--- src/logic/mocr_pkg.sv ---
// Purpose: shared constants and types of the modem offset and auxiliary control registers
// Assumes: 8-bit address then 8-bit data per serial frame, MSB first
// Notes:   the address codes are simply the register numbers
package mocr_pkg;

    localparam int          MOCR_DATA_W      = 8;
    localparam int          MOCR_ADDR_W      = 8;
    localparam int          MOCR_FRAME_BITS  = MOCR_ADDR_W + MOCR_DATA_W;
    localparam int          MOCR_CNT_W       = 5;

    // register addresses on the serial control port
    localparam logic [7:0]  MOCR_ADDR_I_NEG  = 8'h03;
    localparam logic [7:0]  MOCR_ADDR_Q_NEG  = 8'h04;
    localparam logic [7:0]  MOCR_ADDR_AUX    = 8'h05;

    localparam logic [7:0]  MOCR_RESET_VAL   = 8'h00;

    // field positions
    localparam int          MOCR_OFS_MSB     = 7;
    localparam int          MOCR_OFS_LSB     = 3;
    localparam int          MOCR_OFS_W       = MOCR_OFS_MSB - MOCR_OFS_LSB + 1;
    localparam int          MOCR_AUX_BURST   = 7;
    localparam int          MOCR_AUX_TST_MSB = 6;
    localparam int          MOCR_AUX_TST_LSB = 4;
    localparam int          MOCR_AUX_INV1    = 3;
    localparam int          MOCR_AUX_INV0    = 2;
    localparam int          MOCR_AUX_SHAPE   = 1;
    localparam int          MOCR_AUX_HOLD    = 0;

    // offset step and decoded width
    localparam int          MOCR_STEP_MV     = 3;
    localparam int          MOCR_MV_W        = 8;

    typedef struct packed {
        logic       burst_window_out_enable;
        logic [2:0] device_test_bits;
        logic       local_invert_select1;
        logic       local_invert_select0;
        logic       clock_shaping_select;
        logic       osc_pin_power_hold;
    } mocr_aux_t;

    typedef struct packed {
        logic [MOCR_OFS_W-1:0] i_offset_code;
        logic [MOCR_OFS_W-1:0] q_offset_code;
        mocr_aux_t             aux;
    } mocr_regs_t;

endpackage

--- src/logic/mocr_sync.sv ---
// Purpose: two-flop synchroniser for a group of pin inputs
// Assumes: inputs are asynchronous levels
// Notes:   first stage is read only by the second
`timescale 1ns/1ps
module mocr_sync #(
    parameter int WIDTH = 1
) (
    input  wire logic             clk,
    input  wire logic             rst_b,
    input  wire logic             ce,
    input  wire logic [WIDTH-1:0] async_in,
    output logic      [WIDTH-1:0] sync_out
);
    logic [WIDTH-1:0] meta_q;
    logic [WIDTH-1:0] meta_d;
    logic [WIDTH-1:0] sync_q;
    logic [WIDTH-1:0] sync_d;

    // refused at elaboration, not at run time
    if (WIDTH < 1) begin : g_width_check
        $error("mocr_sync: WIDTH must be at least 1");
    end

    always_comb begin
        meta_d = ce ? async_in : meta_q;
        sync_d = ce ? meta_q : sync_q;
    end

    always_ff @(posedge clk or negedge rst_b) begin
        if (!rst_b) begin
            meta_q <= '0;
            sync_q <= '0;
        end else begin
            meta_q <= meta_d;
            sync_q <= sync_d;
        end
    end

    assign sync_out = sync_q;
endmodule

--- src/logic/mocr_regs.sv ---
// Purpose: offset code and auxiliary control registers written over the serial control port
// Assumes: serial pins and power-down pin are asynchronous to MCLK; mode inputs are on MCLK
// Notes:   registers are write-only; all outputs registered
`timescale 1ns/1ps
// Functional notes
// - I offset code in bits 7..3
// - Q offset code taken from bits 7..3
// - code decodes to signed 3 mV steps
// - aux bit 7 selects burst window output
// - bits 3,2 select local inverting mode
// - bit 1 selects clock pulse shaping mode
// - bit 0 holds oscillator pins powered, only with clock shaping mode (bit 1) selected
// - power-down input clears all registers
// - burst output needs internal clock loop selected
module mocr_regs
    import mocr_pkg::*;
(
    input  wire logic                    MCLK,
    input  wire logic                    RST_B,
    input  wire logic                    CE,
    input  wire logic                    POWER_DOWN_INPUT,
    input  wire logic                    WHOLE_POWER_DOWN,
    input  wire logic                    SER_ENABLE_B,
    input  wire logic                    SER_CLK,
    input  wire logic                    SER_DATA_IN,
    input  wire logic                    TX_CLOCK_SELECT,
    input  wire logic                    TX_CLK_384K,
    input  wire logic                    BURST_WINDOW,
    output logic                         TX_CLOCK_OUT,
    output logic        [MOCR_OFS_W-1:0] I_OFFSET_CODE,
    output logic        [MOCR_OFS_W-1:0] Q_OFFSET_CODE,
    output logic signed [MOCR_MV_W-1:0]  I_OFFSET_MV,
    output logic signed [MOCR_MV_W-1:0]  Q_OFFSET_MV,
    output logic        [2:0]            DEVICE_TEST_BITS,
    output logic                         LOCAL_INVERT_SELECT,
    output logic                         LOCAL_MODE_UNDEFINED,
    output logic                         CLOCK_SHAPING_SELECT,
    output logic                         OSC_PIN_POWER_ON
);

    logic [3:0]                 pins_sync;
    logic                       pd_s;
    logic                       en_act_s;
    logic                       en_b_s;
    logic                       sclk_s;
    logic                       sdin_s;

    // enable synced inverted: flop reset value then matches the idle pin, no false frame start
    mocr_sync #(.WIDTH(4)) mocr_sync_i (
        .clk      (MCLK),
        .rst_b    (RST_B),
        .ce       (CE),
        .async_in ({POWER_DOWN_INPUT, ~SER_ENABLE_B, SER_CLK, SER_DATA_IN}),
        .sync_out (pins_sync)
    );
    assign {pd_s, en_act_s, sclk_s, sdin_s} = pins_sync;
    assign en_b_s = ~en_act_s;

    // serial deframer state
    logic                       sclk_prev_q,  sclk_prev_d;
    logic                       en_b_prev_q,  en_b_prev_d;
    logic [MOCR_FRAME_BITS-1:0] shift_q,      shift_d;
    logic [MOCR_CNT_W-1:0]      cnt_q,        cnt_d;
    logic                       wr_stb;
    logic [MOCR_ADDR_W-1:0]     wr_addr;
    logic [MOCR_DATA_W-1:0]     wr_data;

    always_comb begin
        sclk_prev_d = sclk_s;
        en_b_prev_d = en_b_s;
        shift_d     = shift_q;
        cnt_d       = cnt_q;
        if (en_b_s) begin
            cnt_d = '0;
        end else if (sclk_s && !sclk_prev_q && cnt_q != MOCR_CNT_W'(MOCR_FRAME_BITS)) begin
            shift_d = {shift_q[MOCR_FRAME_BITS-2:0], sdin_s};
            cnt_d   = cnt_q + MOCR_CNT_W'(1);
        end
        // a frame commits on the release of enable, and only if it is whole
        wr_stb  = en_b_s && !en_b_prev_q && cnt_q == MOCR_CNT_W'(MOCR_FRAME_BITS);
        wr_addr = shift_q[MOCR_FRAME_BITS-1:MOCR_DATA_W];
        wr_data = shift_q[MOCR_DATA_W-1:0];
    end

    always_ff @(posedge MCLK or negedge RST_B) begin
        if (!RST_B) begin
            sclk_prev_q <= 1'b0;
            en_b_prev_q <= 1'b1;
            shift_q     <= '0;
            cnt_q       <= '0;
        end else if (CE) begin
            sclk_prev_q <= sclk_prev_d;
            en_b_prev_q <= en_b_prev_d;
            shift_q     <= shift_d;
            cnt_q       <= cnt_d;
        end
    end

    // register file
    mocr_regs_t regs_q, regs_d;

    always_comb begin
        regs_d = regs_q;
        if (pd_s) begin
            regs_d = mocr_regs_t'({MOCR_RESET_VAL[MOCR_OFS_W-1:0], MOCR_RESET_VAL[MOCR_OFS_W-1:0],
                                   MOCR_RESET_VAL});
        end else if (wr_stb) begin
            unique case (wr_addr)
                MOCR_ADDR_I_NEG: begin
                    regs_d.i_offset_code = wr_data[MOCR_OFS_MSB:MOCR_OFS_LSB];
                end
                MOCR_ADDR_Q_NEG: begin
                    // the field table wins over the four-bit wording
                    regs_d.q_offset_code = wr_data[MOCR_OFS_MSB:MOCR_OFS_LSB];
                end
                MOCR_ADDR_AUX: begin
                    regs_d.aux = mocr_aux_t'(wr_data);
                end
                default: begin
                    regs_d = regs_q;
                end
            endcase
        end
    end

    always_ff @(posedge MCLK or negedge RST_B) begin
        if (!RST_B) begin
            regs_q <= '0;
        end else if (CE) begin
            regs_q <= regs_d;
        end
    end

    // output stage
    logic                        tx_out_q,  tx_out_d;
    logic signed [MOCR_MV_W-1:0] i_mv_q,    i_mv_d;
    logic signed [MOCR_MV_W-1:0] q_mv_q,    q_mv_d;
    logic                        inv_q,     inv_d;
    logic                        undef_q,   undef_d;
    logic                        osc_on_q,  osc_on_d;

    always_comb begin
        // burst window only with the internal clock loop in use
        if (regs_q.aux.burst_window_out_enable && !TX_CLOCK_SELECT) begin
            tx_out_d = BURST_WINDOW;
        end else begin
            tx_out_d = TX_CLK_384K;
        end
        // code is two's complement: 10000 is -16 steps
        i_mv_d = MOCR_MV_W'($signed(regs_q.i_offset_code) * MOCR_STEP_MV);
        q_mv_d = MOCR_MV_W'($signed(regs_q.q_offset_code) * MOCR_STEP_MV);
        // mixed bit pairs are undefined; flagged, treated as normal
        inv_d   = regs_q.aux.local_invert_select1 & regs_q.aux.local_invert_select0;
        undef_d = regs_q.aux.local_invert_select1 ^ regs_q.aux.local_invert_select0;
        // hold keeps pins alive through whole-device power-down in shaping mode
        osc_on_d = !WHOLE_POWER_DOWN ||
                   (regs_q.aux.clock_shaping_select && regs_q.aux.osc_pin_power_hold);
    end

    always_ff @(posedge MCLK or negedge RST_B) begin
        if (!RST_B) begin
            tx_out_q <= 1'b0;
            i_mv_q   <= '0;
            q_mv_q   <= '0;
            inv_q    <= 1'b0;
            undef_q  <= 1'b0;
            osc_on_q <= 1'b0;
        end else if (CE) begin
            tx_out_q <= tx_out_d;
            i_mv_q   <= i_mv_d;
            q_mv_q   <= q_mv_d;
            inv_q    <= inv_d;
            undef_q  <= undef_d;
            osc_on_q <= osc_on_d;
        end
    end

    assign TX_CLOCK_OUT         = tx_out_q;
    assign I_OFFSET_CODE        = regs_q.i_offset_code;
    assign Q_OFFSET_CODE        = regs_q.q_offset_code;
    assign I_OFFSET_MV          = i_mv_q;
    assign Q_OFFSET_MV          = q_mv_q;
    assign DEVICE_TEST_BITS     = regs_q.aux.device_test_bits;
    assign LOCAL_INVERT_SELECT  = inv_q;
    assign LOCAL_MODE_UNDEFINED = undef_q;
    assign CLOCK_SHAPING_SELECT = regs_q.aux.clock_shaping_select;
    assign OSC_PIN_POWER_ON     = osc_on_q;
endmodule

--- config.mk ---
export PLATFORM = sky130hd
export DESIGN_NAME = mocr_regs
export DESIGN_NICKNAME = d
export VERILOG_FILES = /design/src/logic/mocr_pkg.sv /design/src/logic/mocr_sync.sv /design/src/logic/mocr_regs.sv
export SDC_FILE = /design/constraint.sdc
export NUM_CORES = 1
export LEC_CHECK = 0
export BUFFER_PORTS_ARGS = -buffer_cell sky130_fd_sc_hd__buf_2
export CAP_MARGIN = 20
export CORE_MARGIN = 5
export CORE_UTILIZATION = 55
export DETAILED_ROUTE_END_ITERATION = 8
export PLACE_DENSITY_LB_ADDON = 0.3
export SLEW_MARGIN = 5
export SYNTH_ARGS = -nofsm -noshare
export SYNTH_HDL_FRONTEND = slang
export SYNTH_SLANG_ARGS = --single-unit
export TNS_END_PERCENT = 20
--- constraint.sdc ---
create_clock -name MCLK -period 2.5 [get_ports MCLK]
set_input_delay 0.375 -clock MCLK [delete_from_list [all_inputs] [get_ports MCLK]]
set_output_delay 0.375 -clock MCLK [all_outputs]
set_load 0.01 [all_outputs]
==> summary.txt, run 1 <==
Status
  • Status: complete, no violations

Routing
  • Vias per Instance: 5.51
  • Final routed wirelength across all metal layers: 6290 um
  • 1st-pass router iterations: 4
  • Starting DRT DRC Count: 103
  • Final ANT Viol Nets: 0
  • DRC violations left: 0
  • Total number of vias: 2221
  • Wire length per cell: 15.6 um

Synthesis
  • Flop and latch count out of synthesis: 69
  • Portion of netlist area occupied by mux cells: 13.9%
  • FFs w/ async S/R, synth: 100%
  • Combinational family with the most area after synthesis: multiplexers
  • Post-synthesis compound-gate area fraction: 8.42%
  • XOR/XNOR Fraction of Synth Area: 2.21%
  • Cell count after synthesis: 288
  • Number of enable flip-flop cells after synthesis: 0
  • Simple-Gate Fraction of Synth Area: 12.0%
  • Most used flip-flop cell after synthesis: sky130_fd_sc_hd__dfrtp_1
  • Area share of fa/ha/maj cells after synthesis: 7.44%
  • Post-synth cell types: 38
  • Warning count from the yosys run: 0
  • Synthesized area per cell: 12.4 um^2
  • Combined area of all synthesized cells: 3570 um^2
  • Synthesized Nets: 319
  • Share of synthesized area occupied by flip-flops and latches: 48.4%

Timing
  • Transition time at the pin with the least slew margin: 0.612 ns
  • Worst Hold Margin: 0.0275 ns
  • Pins Over Slew Limit: 0
  • Number of failing hold endpoints at the final stage: 0
  • Setup repair after global routing missed its margin: no
  • Clock Skew: 0.00923 ns
  • Setup tns final: 0 ns
  • Period minus WS final: 2.00 ns
  • Final Worst Setup Slack: 0.496 ns
  • Maximum frequency from static timing analysis: 0.499 GHz
  • Final critical-path share of the clock period: 80.2%
  • Setup violation total in the final timing report: 0
  • Worst slew margin relative to its limit: 59.2%

Die
  • Area enclosed by the die boundary: 8200 um^2
  • Core Box Area: 6310 um^2
  • Number of ports placed on the die boundary: 45
  • Effective utilization at floorplan: 56.5%
  • Die Span X: 90.5 um
  • Rows: 29
  • Die height: 90.5 um

GRT
  • Pin count of the biggest net entering global routing: 46
  • Wire length of the first global-routing pass: 10900 um
  • Number of global-route vias before repair: 2219
  • Overall fraction of global-route tracks in use: 16.3%
  • Total grt overflow: 0
  • Number of antenna violations at the first check in global routing: 0

Critical path
  • Setup CP Type: reg -> reg
  • Crit-path slowest cell: sky130_fd_sc_hd__and3_4
  • R2R Path End: shift_q[8]$_DFFE_PN0P_
  • Reg2reg setup slack: 0.50 ns
  • Critical R2R Launch: cnt_q[0]$_DFFE_PN0P_
  • CP max FO: 20
  • WP buf/inv: 1
  • Data required time of the critical path: 2.72 ns
  • CP Data Arrival Time: 2.22 ns
  • Cell family with most CP delay: simple AND/OR/NAND/NOR gates
  • Crit path launch type: flip-flop
  • R2R depth: 6
  • Slowest Stage Delay on Critical Path: 0.44 ns
  • Endpoint class of the critical path: flip-flop
  • Cells along the critical path: inv_1, ha_1, and4bb_4, nor3b_4, and3_4, mux2_4

Clock network
  • # hold bufs at CTS: 0
  • Clock H-tree levels: 3
  • Number of resized instances in the post-cts repair step: 0
  • Root buffer cell: sky130_fd_sc_hd__clkbuf_8
  • Number of buffers inserted by post-CTS setup repair: 0
  • Sink Count: 69
  • Cts bufs inserted: 9
  • Clock transition at the registers of the reported paths: 0.08 ns
  • CTS tree: built
  • Clock insertion delay at the later pin of the skew report: 0.34 ns
  • Number of buffers between clock root and the deepest sink: 2

Cells and area
  • Nets: 352
  • Most common cell after layout, fill and taps aside: sky130_fd_sc_hd__dfrtp_1
  • Antenna diode count: 0
  • Fraction of layout cells with a size suffix above 1: 33.1%
  • Commonest non-fill, non-tap cells in the layout: 68 x sky130_fd_sc_hd__dfrtp_1, 44 x sky130_fd_sc_hd__buf_2, 27 x sky130_fd_sc_hd__nand3b_1, 26 x sky130_fd_sc_hd__inv_1, 21 x sky130_fd_sc_hd__mux2_2
  • Non-Filler Instances: 403
  • Area added between synthesis and finish: 11.1%

Power
  • Power consumption: 3.70 mW
  • Leakage dissipation: 1.89 nW
  • Worst ir drop on vdd: 0.601 mV
  • Power Dens Cells: 933 nW/um^2

Worst hold path
  • Class of the most critical hold timing path: in -> async

Placed design
  • Total half-perimeter wirelength after legalization and detailed placement: 4280 um
  • I/O Buffers: 44
  • Cell total after placement: 387
  • Placer Congestion: 0.743
  • Post-place setup slack: 0.501 ns

Flow run
  • Maxcap violations: 0
-- metrics by stage --
| step | util, % | instance area, um^2 |
|---|---|---|
| 5_1_grt | 62.8 | 3960 |
| 6_report | 62.8 | 3960 |
| 3_3_place_gp | 59.4 | 3750 |
| 3_5_place_dp | 59.4 | 3750 |
| 4_1_cts | 62.8 | 3960 |
| 2_1_floorplan | - | 3570 |
-- how the worst max path moves through the flow --
| stage | start | to | cells past startpoint |
|---|---|---|---|
| finish | cnt_q[0]$_DFFE_PN0P_ | shift_q[8]$_DFFE_PN0P_ | 6 |
| global route | cnt_q[0]$_DFFE_PN0P_ | shift_q[7]$_DFFE_PN0P_ | 6 |
| global placement | cnt_q[0]$_DFFE_PN0P_ | shift_q[9]$_DFFE_PN0P_ | 6 |
| detailed placement | cnt_q[0]$_DFFE_PN0P_ | shift_q[7]$_DFFE_PN0P_ | 6 |
| floorplan | Q_OFFSET_CODE[2]$_DFFE_PN0P_ | Q_OFFSET_MV[5]$_DFFE_PN0P_ | 6 |
| CTS | cnt_q[0]$_DFFE_PN0P_ | shift_q[10]$_DFFE_PN0P_ | 6 |
-- cell families (layout without fill, tap and decap cells) --
group / after synthesis / in the layout
muxes: 39 / 39
buffers and inverters: 51 / 89
AOI/OAI and AO/OA: 40 / 40
adders and majority gates: 20 / 20
xor gates and xnor gates: 9 / 9
DFF: 69 / 69
and+or+nand+nor: 60 / 60
-- synthesized netlist by cell type (all sizes together) (3+ instances only) --
library cell   n  area (um^2)
ha            18          225
clkbuf         6         22.5
mux2          37          477
o221ai        18          158
inv           26         97.6
a21oi          7         35.0
dfrtp         68         1700
a22o           5         43.8
buf           19          149
nand3          4         20.0
xnor2          9         78.8
o21ai          4         20.0
nor2           9         33.8
nand2          4         15.0
nand4          3         37.5
nand3b        27          203
a21o           3         23.8
-- routing by layer --
metal	global-route usage, %	wire (um)	share of wire [%]
met5	0	0	0
met4	8.31	109	1.7
met3	3.42	286	4.5
met2	24.0	2830	45
met1	22.7	3060	49
-- report_power, final --
group	switching [mW]	total (mW)	internal (mW)	leakage, nW
Combinational	0.509	1.07	0.559	0.910
Sequential	0.243	1.64	1.40	0.881
Clock	0.427	0.987	0.560	0.0985
-- cell type report --
class / instances / area, um^2
Sequential cell: 69 / 1730
Clock buffer: 10 / 128
Fill cell: 487 / 2350
Timing Repair Buffer: 47 / 255
Clock inverter: 6 / 87.6
Inverter: 26 / 97.6
Tap cell: 77 / 96.3
Multi-Input combinational cell: 168 / 1570
-- sequential cells by signal, summed over array words and instances, names as in the netlist, 5 cells and up --
signal	flops
I_OFFSET_MV	8
Q_OFFSET_MV	8
I_OFFSET_CODE	5
shift_q	16
cnt_q	5
Q_OFFSET_CODE	5
(Power assumes the default switching activity.)
==> run 2, diff against run 1 <==
--- a/config.mk
+++ b/config.mk
@@ -5,6 +5,7 @@
 export SDC_FILE = /design/constraint.sdc
 export NUM_CORES = 1
 export LEC_CHECK = 0
+export ABC_AREA = 1
 export BUFFER_PORTS_ARGS = -buffer_cell sky130_fd_sc_hd__buf_2
 export CAP_MARGIN = 20
 export CORE_MARGIN = 5
==> constraint.sdc (replaced) <==
create_clock -name MCLK -period 2 [get_ports MCLK]
set_input_delay 0.3 -clock MCLK [delete_from_list [all_inputs] [get_ports MCLK]]
set_output_delay 0.3 -clock MCLK [all_outputs]
set_load 0.01 [all_outputs]
==> summary.txt, run 2 <==
Synthesis
  • Main area contributors after synthesis: sky130_fd_sc_hd__dfrtp_1 49%, sky130_fd_sc_hd__nand2_1 16%, sky130_fd_sc_hd__ha_1 6.5%, sky130_fd_sc_hd__nand3_1 4.2%, sky130_fd_sc_hd__inv_1 3.8% (was sky130_fd_sc_hd__dfrtp_1 48%, sky130_fd_sc_hd__mux2_4 6.7%, sky130_fd_sc_hd__mux2_2 6.6%, sky130_fd_sc_hd__ha_1 6.3%, sky130_fd_sc_hd__nand3b_1 5.7%)
  • Most used flip-flop cell after synthesis: sky130_fd_sc_hd__dfrtp_1 (unchanged)
  • Synthesized Nets: 429 (was 319)
  • Synthesized area per cell: 8.69 um^2 (was 12.4 um^2)
  • Warning count from the yosys run: 0 (unchanged)
  • Most frequent cell after synthesis: sky130_fd_sc_hd__nand2_1 (was sky130_fd_sc_hd__dfrtp_1)
  • Flop and latch count out of synthesis: 69 (unchanged)
  • Share of synthesized area occupied by flip-flops and latches: 50.0% (was 48.4%)
  • Cell count after synthesis: 398 (was 288)
  • Share of Yosys cell area claimed by the top area cell type: 49.2% (was 47.7%)
  • Cell type with the largest total area after synthesis: sky130_fd_sc_hd__dfrtp_1 (unchanged)
  • Number of enable flip-flop cells after synthesis: 0 (unchanged)
  • Most common library cells after synthesis: 145 x sky130_fd_sc_hd__nand2_1, 68 x sky130_fd_sc_hd__dfrtp_1, 35 x sky130_fd_sc_hd__inv_1 (was 68 x sky130_fd_sc_hd__dfrtp_1, 27 x sky130_fd_sc_hd__nand3b_1, 26 x sky130_fd_sc_hd__inv_1)
  • Combined area of all synthesized cells: 3460 um^2 (was 3570 um^2)
  • FFs w/ async S/R, synth: 100% (unchanged)
  • Post-synth cell types: 25 (was 38)

Timing
  • Maximum frequency from static timing analysis: 0.543 GHz (was 0.499 GHz)
  • Period minus WS final: 1.84 ns (was 2.00 ns)
  • Worst slew margin relative to its limit: 63.7% (was 59.2%)
  • Transition time at the pin with the least slew margin: 0.544 ns (was 0.612 ns)
  • Final Worst Setup Slack: 0.159 ns (was 0.496 ns)
  • Pins Over Slew Limit: 0 (unchanged)
  • Final critical-path share of the clock period: 92.0% (was 80.2%)
  • Setup violation total in the final timing report: 0 (unchanged)
  • Worst Hold Margin: 0.139 ns (was 0.0275 ns)
  • Number of failing hold endpoints at the final stage: 0 (unchanged)
  • Setup tns final: 0 ns (unchanged)
  • Clock Skew: 0.0106 ns (was 0.00923 ns)
  • Setup repair after global routing missed its margin: no (unchanged)

Placed design
  • Placer Congestion: 0.773 (was 0.743)
  • Cell total after placement: 498 (was 387)
  • Total half-perimeter wirelength after legalization and detailed placement: 4780 um (was 4280 um)
  • I/O Buffers: 44 (unchanged)
  • Post-place setup slack: 0.128 ns (was 0.501 ns)

Cells and area
  • Commonest non-fill, non-tap cells in the layout: 145 x sky130_fd_sc_hd__nand2_1, 68 x sky130_fd_sc_hd__dfrtp_1, 44 x sky130_fd_sc_hd__buf_2, 35 x sky130_fd_sc_hd__inv_1, 29 x sky130_fd_sc_hd__nand3_1 (was 68 x sky130_fd_sc_hd__dfrtp_1, 44 x sky130_fd_sc_hd__buf_2, 27 x sky130_fd_sc_hd__nand3b_1, 26 x sky130_fd_sc_hd__inv_1, 21 x sky130_fd_sc_hd__mux2_2)
  • Fraction of layout cells with a size suffix above 1: 20.2% (was 33.1%)
  • Antenna diode count: 0 (unchanged)
  • Most common cell after layout, fill and taps aside: sky130_fd_sc_hd__nand2_1 (was sky130_fd_sc_hd__dfrtp_1)
  • Non-Filler Instances: 515 (was 403)
  • Area added between synthesis and finish: 11.6% (was 11.1%)
  • Largest Register: shift_q (unchanged)
  • Nets: 467 (was 352)
  • Number of flip-flops in the largest register: 16 (unchanged)

Die
  • Die Span X: 89.3 um (was 90.5 um)
  • Effective utilization at floorplan: 57.4% (was 56.5%)
  • Core Box Area: 6030 um^2 (was 6310 um^2)
  • Die height: 89.3 um (was 90.5 um)
  • Rows: 28 (was 29)
  • Area enclosed by the die boundary: 7970 um^2 (was 8200 um^2)
  • Number of ports placed on the die boundary: 45 (unchanged)

Clock network
  • Cts bufs inserted: 9 (unchanged)
  • Sink Count: 69 (unchanged)
  • Clock insertion delay at the later pin of the skew report: 0.35 ns (was 0.34 ns)
  • Clock H-tree levels: 3 (unchanged)
  • Clock transition at the registers of the reported paths: 0.08 ns (about the same)
  • Root buffer cell: sky130_fd_sc_hd__clkbuf_8 (unchanged)
  • Number of buffers between clock root and the deepest sink: 2 (unchanged)
  • CTS tree: built (unchanged)

Routing
  • Wire length per cell: 12.8 um (was 15.6 um)
  • Total number of vias: 2524 (was 2221)
  • Starting DRT DRC Count: 129 (was 103)
  • Vias per Instance: 4.90 (was 5.51)
  • DRC violations left: 0 (unchanged)
  • Final ANT Viol Nets: 0 (unchanged)
  • Final routed wirelength across all metal layers: 6620 um (was 6290 um)
  • 1st-pass router iterations: 4 (unchanged)

Critical path
  • Setup CP Type: reg -> reg (unchanged)
  • Data required time of the critical path: 2.23 ns (was 2.72 ns)
  • CP max FO: 4 (was 20)
  • CP Data Arrival Time: 2.07 ns (was 2.22 ns)
  • Endpoint class of the critical path: flip-flop (unchanged)
  • Crit-path slowest cell: sky130_fd_sc_hd__dfrtp_1 (was sky130_fd_sc_hd__and3_4)
  • Slowest Stage Delay on Critical Path: 0.42 ns (was 0.44 ns)
  • Cells along the critical path: ha_1, ha_1, fa_2, nand2_1, nand2_1, nand2_1, xor2_1, o21ai_0 (was inv_1, ha_1, and4bb_4, nor3b_4, and3_4, mux2_4)
  • Crit path launch type: flip-flop (unchanged)
  • Top cell by count, worst path: sky130_fd_sc_hd__nand2_1

GRT
  • Wire length of the first global-routing pass: 11500 um (was 10900 um)
  • Total grt overflow: 0 (unchanged)
  • Overall fraction of global-route tracks in use: 18.7% (was 16.3%)
  • Number of global-route vias before repair: 2579 (was 2219)
  • Number of antenna violations at the first check in global routing: 0 (unchanged)
  • Pin count of the biggest net entering global routing: 49 (was 46)

Worst hold path
  • Class of the most critical hold timing path: in -> reg (was in -> async)

Power
  • Power consumption: 5.04 mW (was 3.70 mW)
  • Worst ir drop on vdd: 0.800 mV (was 0.601 mV)
  • Leakage dissipation: 2.05 nW (was 1.89 nW)
  • Power Dens Cells: 1310 nW/um^2 (was 933 nW/um^2)

Flow run
  • Maxcap violations: 0 (unchanged)

Status
  • Status: complete, no violations (unchanged)
==> run 2: changes by cell type in the layout (fill, tap and decap cells not counted), sizes merged, moves of 18 or more <==
cell and delta:
nand2 +145, mux2 -37, o21ai +32, nand3 +27, nand3b -27, o221ai -18
==> run 2: power by group <==
group	switching [mW]	internal (mW)	total (mW)
sequential	0.332	1.88	2.22
clock	0.522	0.563	1.08
combinational	1.02	0.719	1.74
==> run 2: cells by family after synthesis <==
kind of cell	share of synthesized area, %
compound gates	7.92
fa+ha+maj	7.67
simple gates	24.3
buf+inv	9.08
xor+xnor	1.01
flops	50.0
==> run 2: worst max-delay path, delay by kind of cell (launching register included) <==
kind            cells  cell delay, ns
compound gates      1            0.08
xor+xnor            1            0.14
fa+ha+maj           3            0.89
flops               1            0.42
simple gates        3            0.21
==> run 2: path summary, 6_finish.rpt <==
path / slack (ns) / startpoint / end / depth (start not counted)
max in group asynchronous: 0.85 / RST_B / en_b_prev_q$_DFFE_PN1P_ / 3
hold reg to reg: 0.47 / Q_OFFSET_MV[1]$_DFFE_PN0P_ / Q_OFFSET_MV[1]$_DFFE_PN0P_ / 2
min in group asynchronous: 0.47 / RST_B / shift_q[12]$_DFFE_PN0P_ / 2
hold / removal: 0.14 / WHOLE_POWER_DOWN / OSC_PIN_POWER_ON$_DFFE_PN0P_ / 2
setup reg to reg: 0.16 / Q_OFFSET_CODE[1]$_DFFE_PN0P_ / Q_OFFSET_MV[6]$_DFFE_PN0P_ / 8
setup / recovery: 0.16 / Q_OFFSET_CODE[1]$_DFFE_PN0P_ / Q_OFFSET_MV[6]$_DFFE_PN0P_ / 8
==> run 2: area by class of cell <==
type | instances | area [um^2]
clock buffers | 10 | 128
clock inverters | 5 | 52.6
fillers | 508 | 2170
inverters | 35 | 131
multi-input cells | 269 | 1420
flip-flops and latches | 69 | 1730
well taps | 75 | 93.8
repair buffers | 52 | 308
==> run 2: per-stage QoR <==
stage	util, %	area, um^2
CTS	63.9	3850
detailed placement	60.7	3660
global placement	60.7	3660
finish	64.1	3860
floorplan	-	3460
global route	64.1	3860
==> run 2: repair_timing <==
action / CTS / global route
buffers inserted: 0 / 1
setup endpoints to repair: 0 / 1
resized for setup: 0 / 1
endpoints found under the hold margin: 21 / 0
hold buffers: 1 / 0
==> run 2: per-layer routing <==
metal / share of wire [%] / vias to the layer above / wire length (um) / GRT usage, %
met3: 4.5 / 10 / 298 / 3.87
met4: 1.8 / 0 / 116 / 8.25
met2: 42 / 43 / 2790 / 28.7
li1: - / 1317 / - / -
met1: 52 / 1154 / 3410 / 25.8
met5: 0 / - / 0 / 0
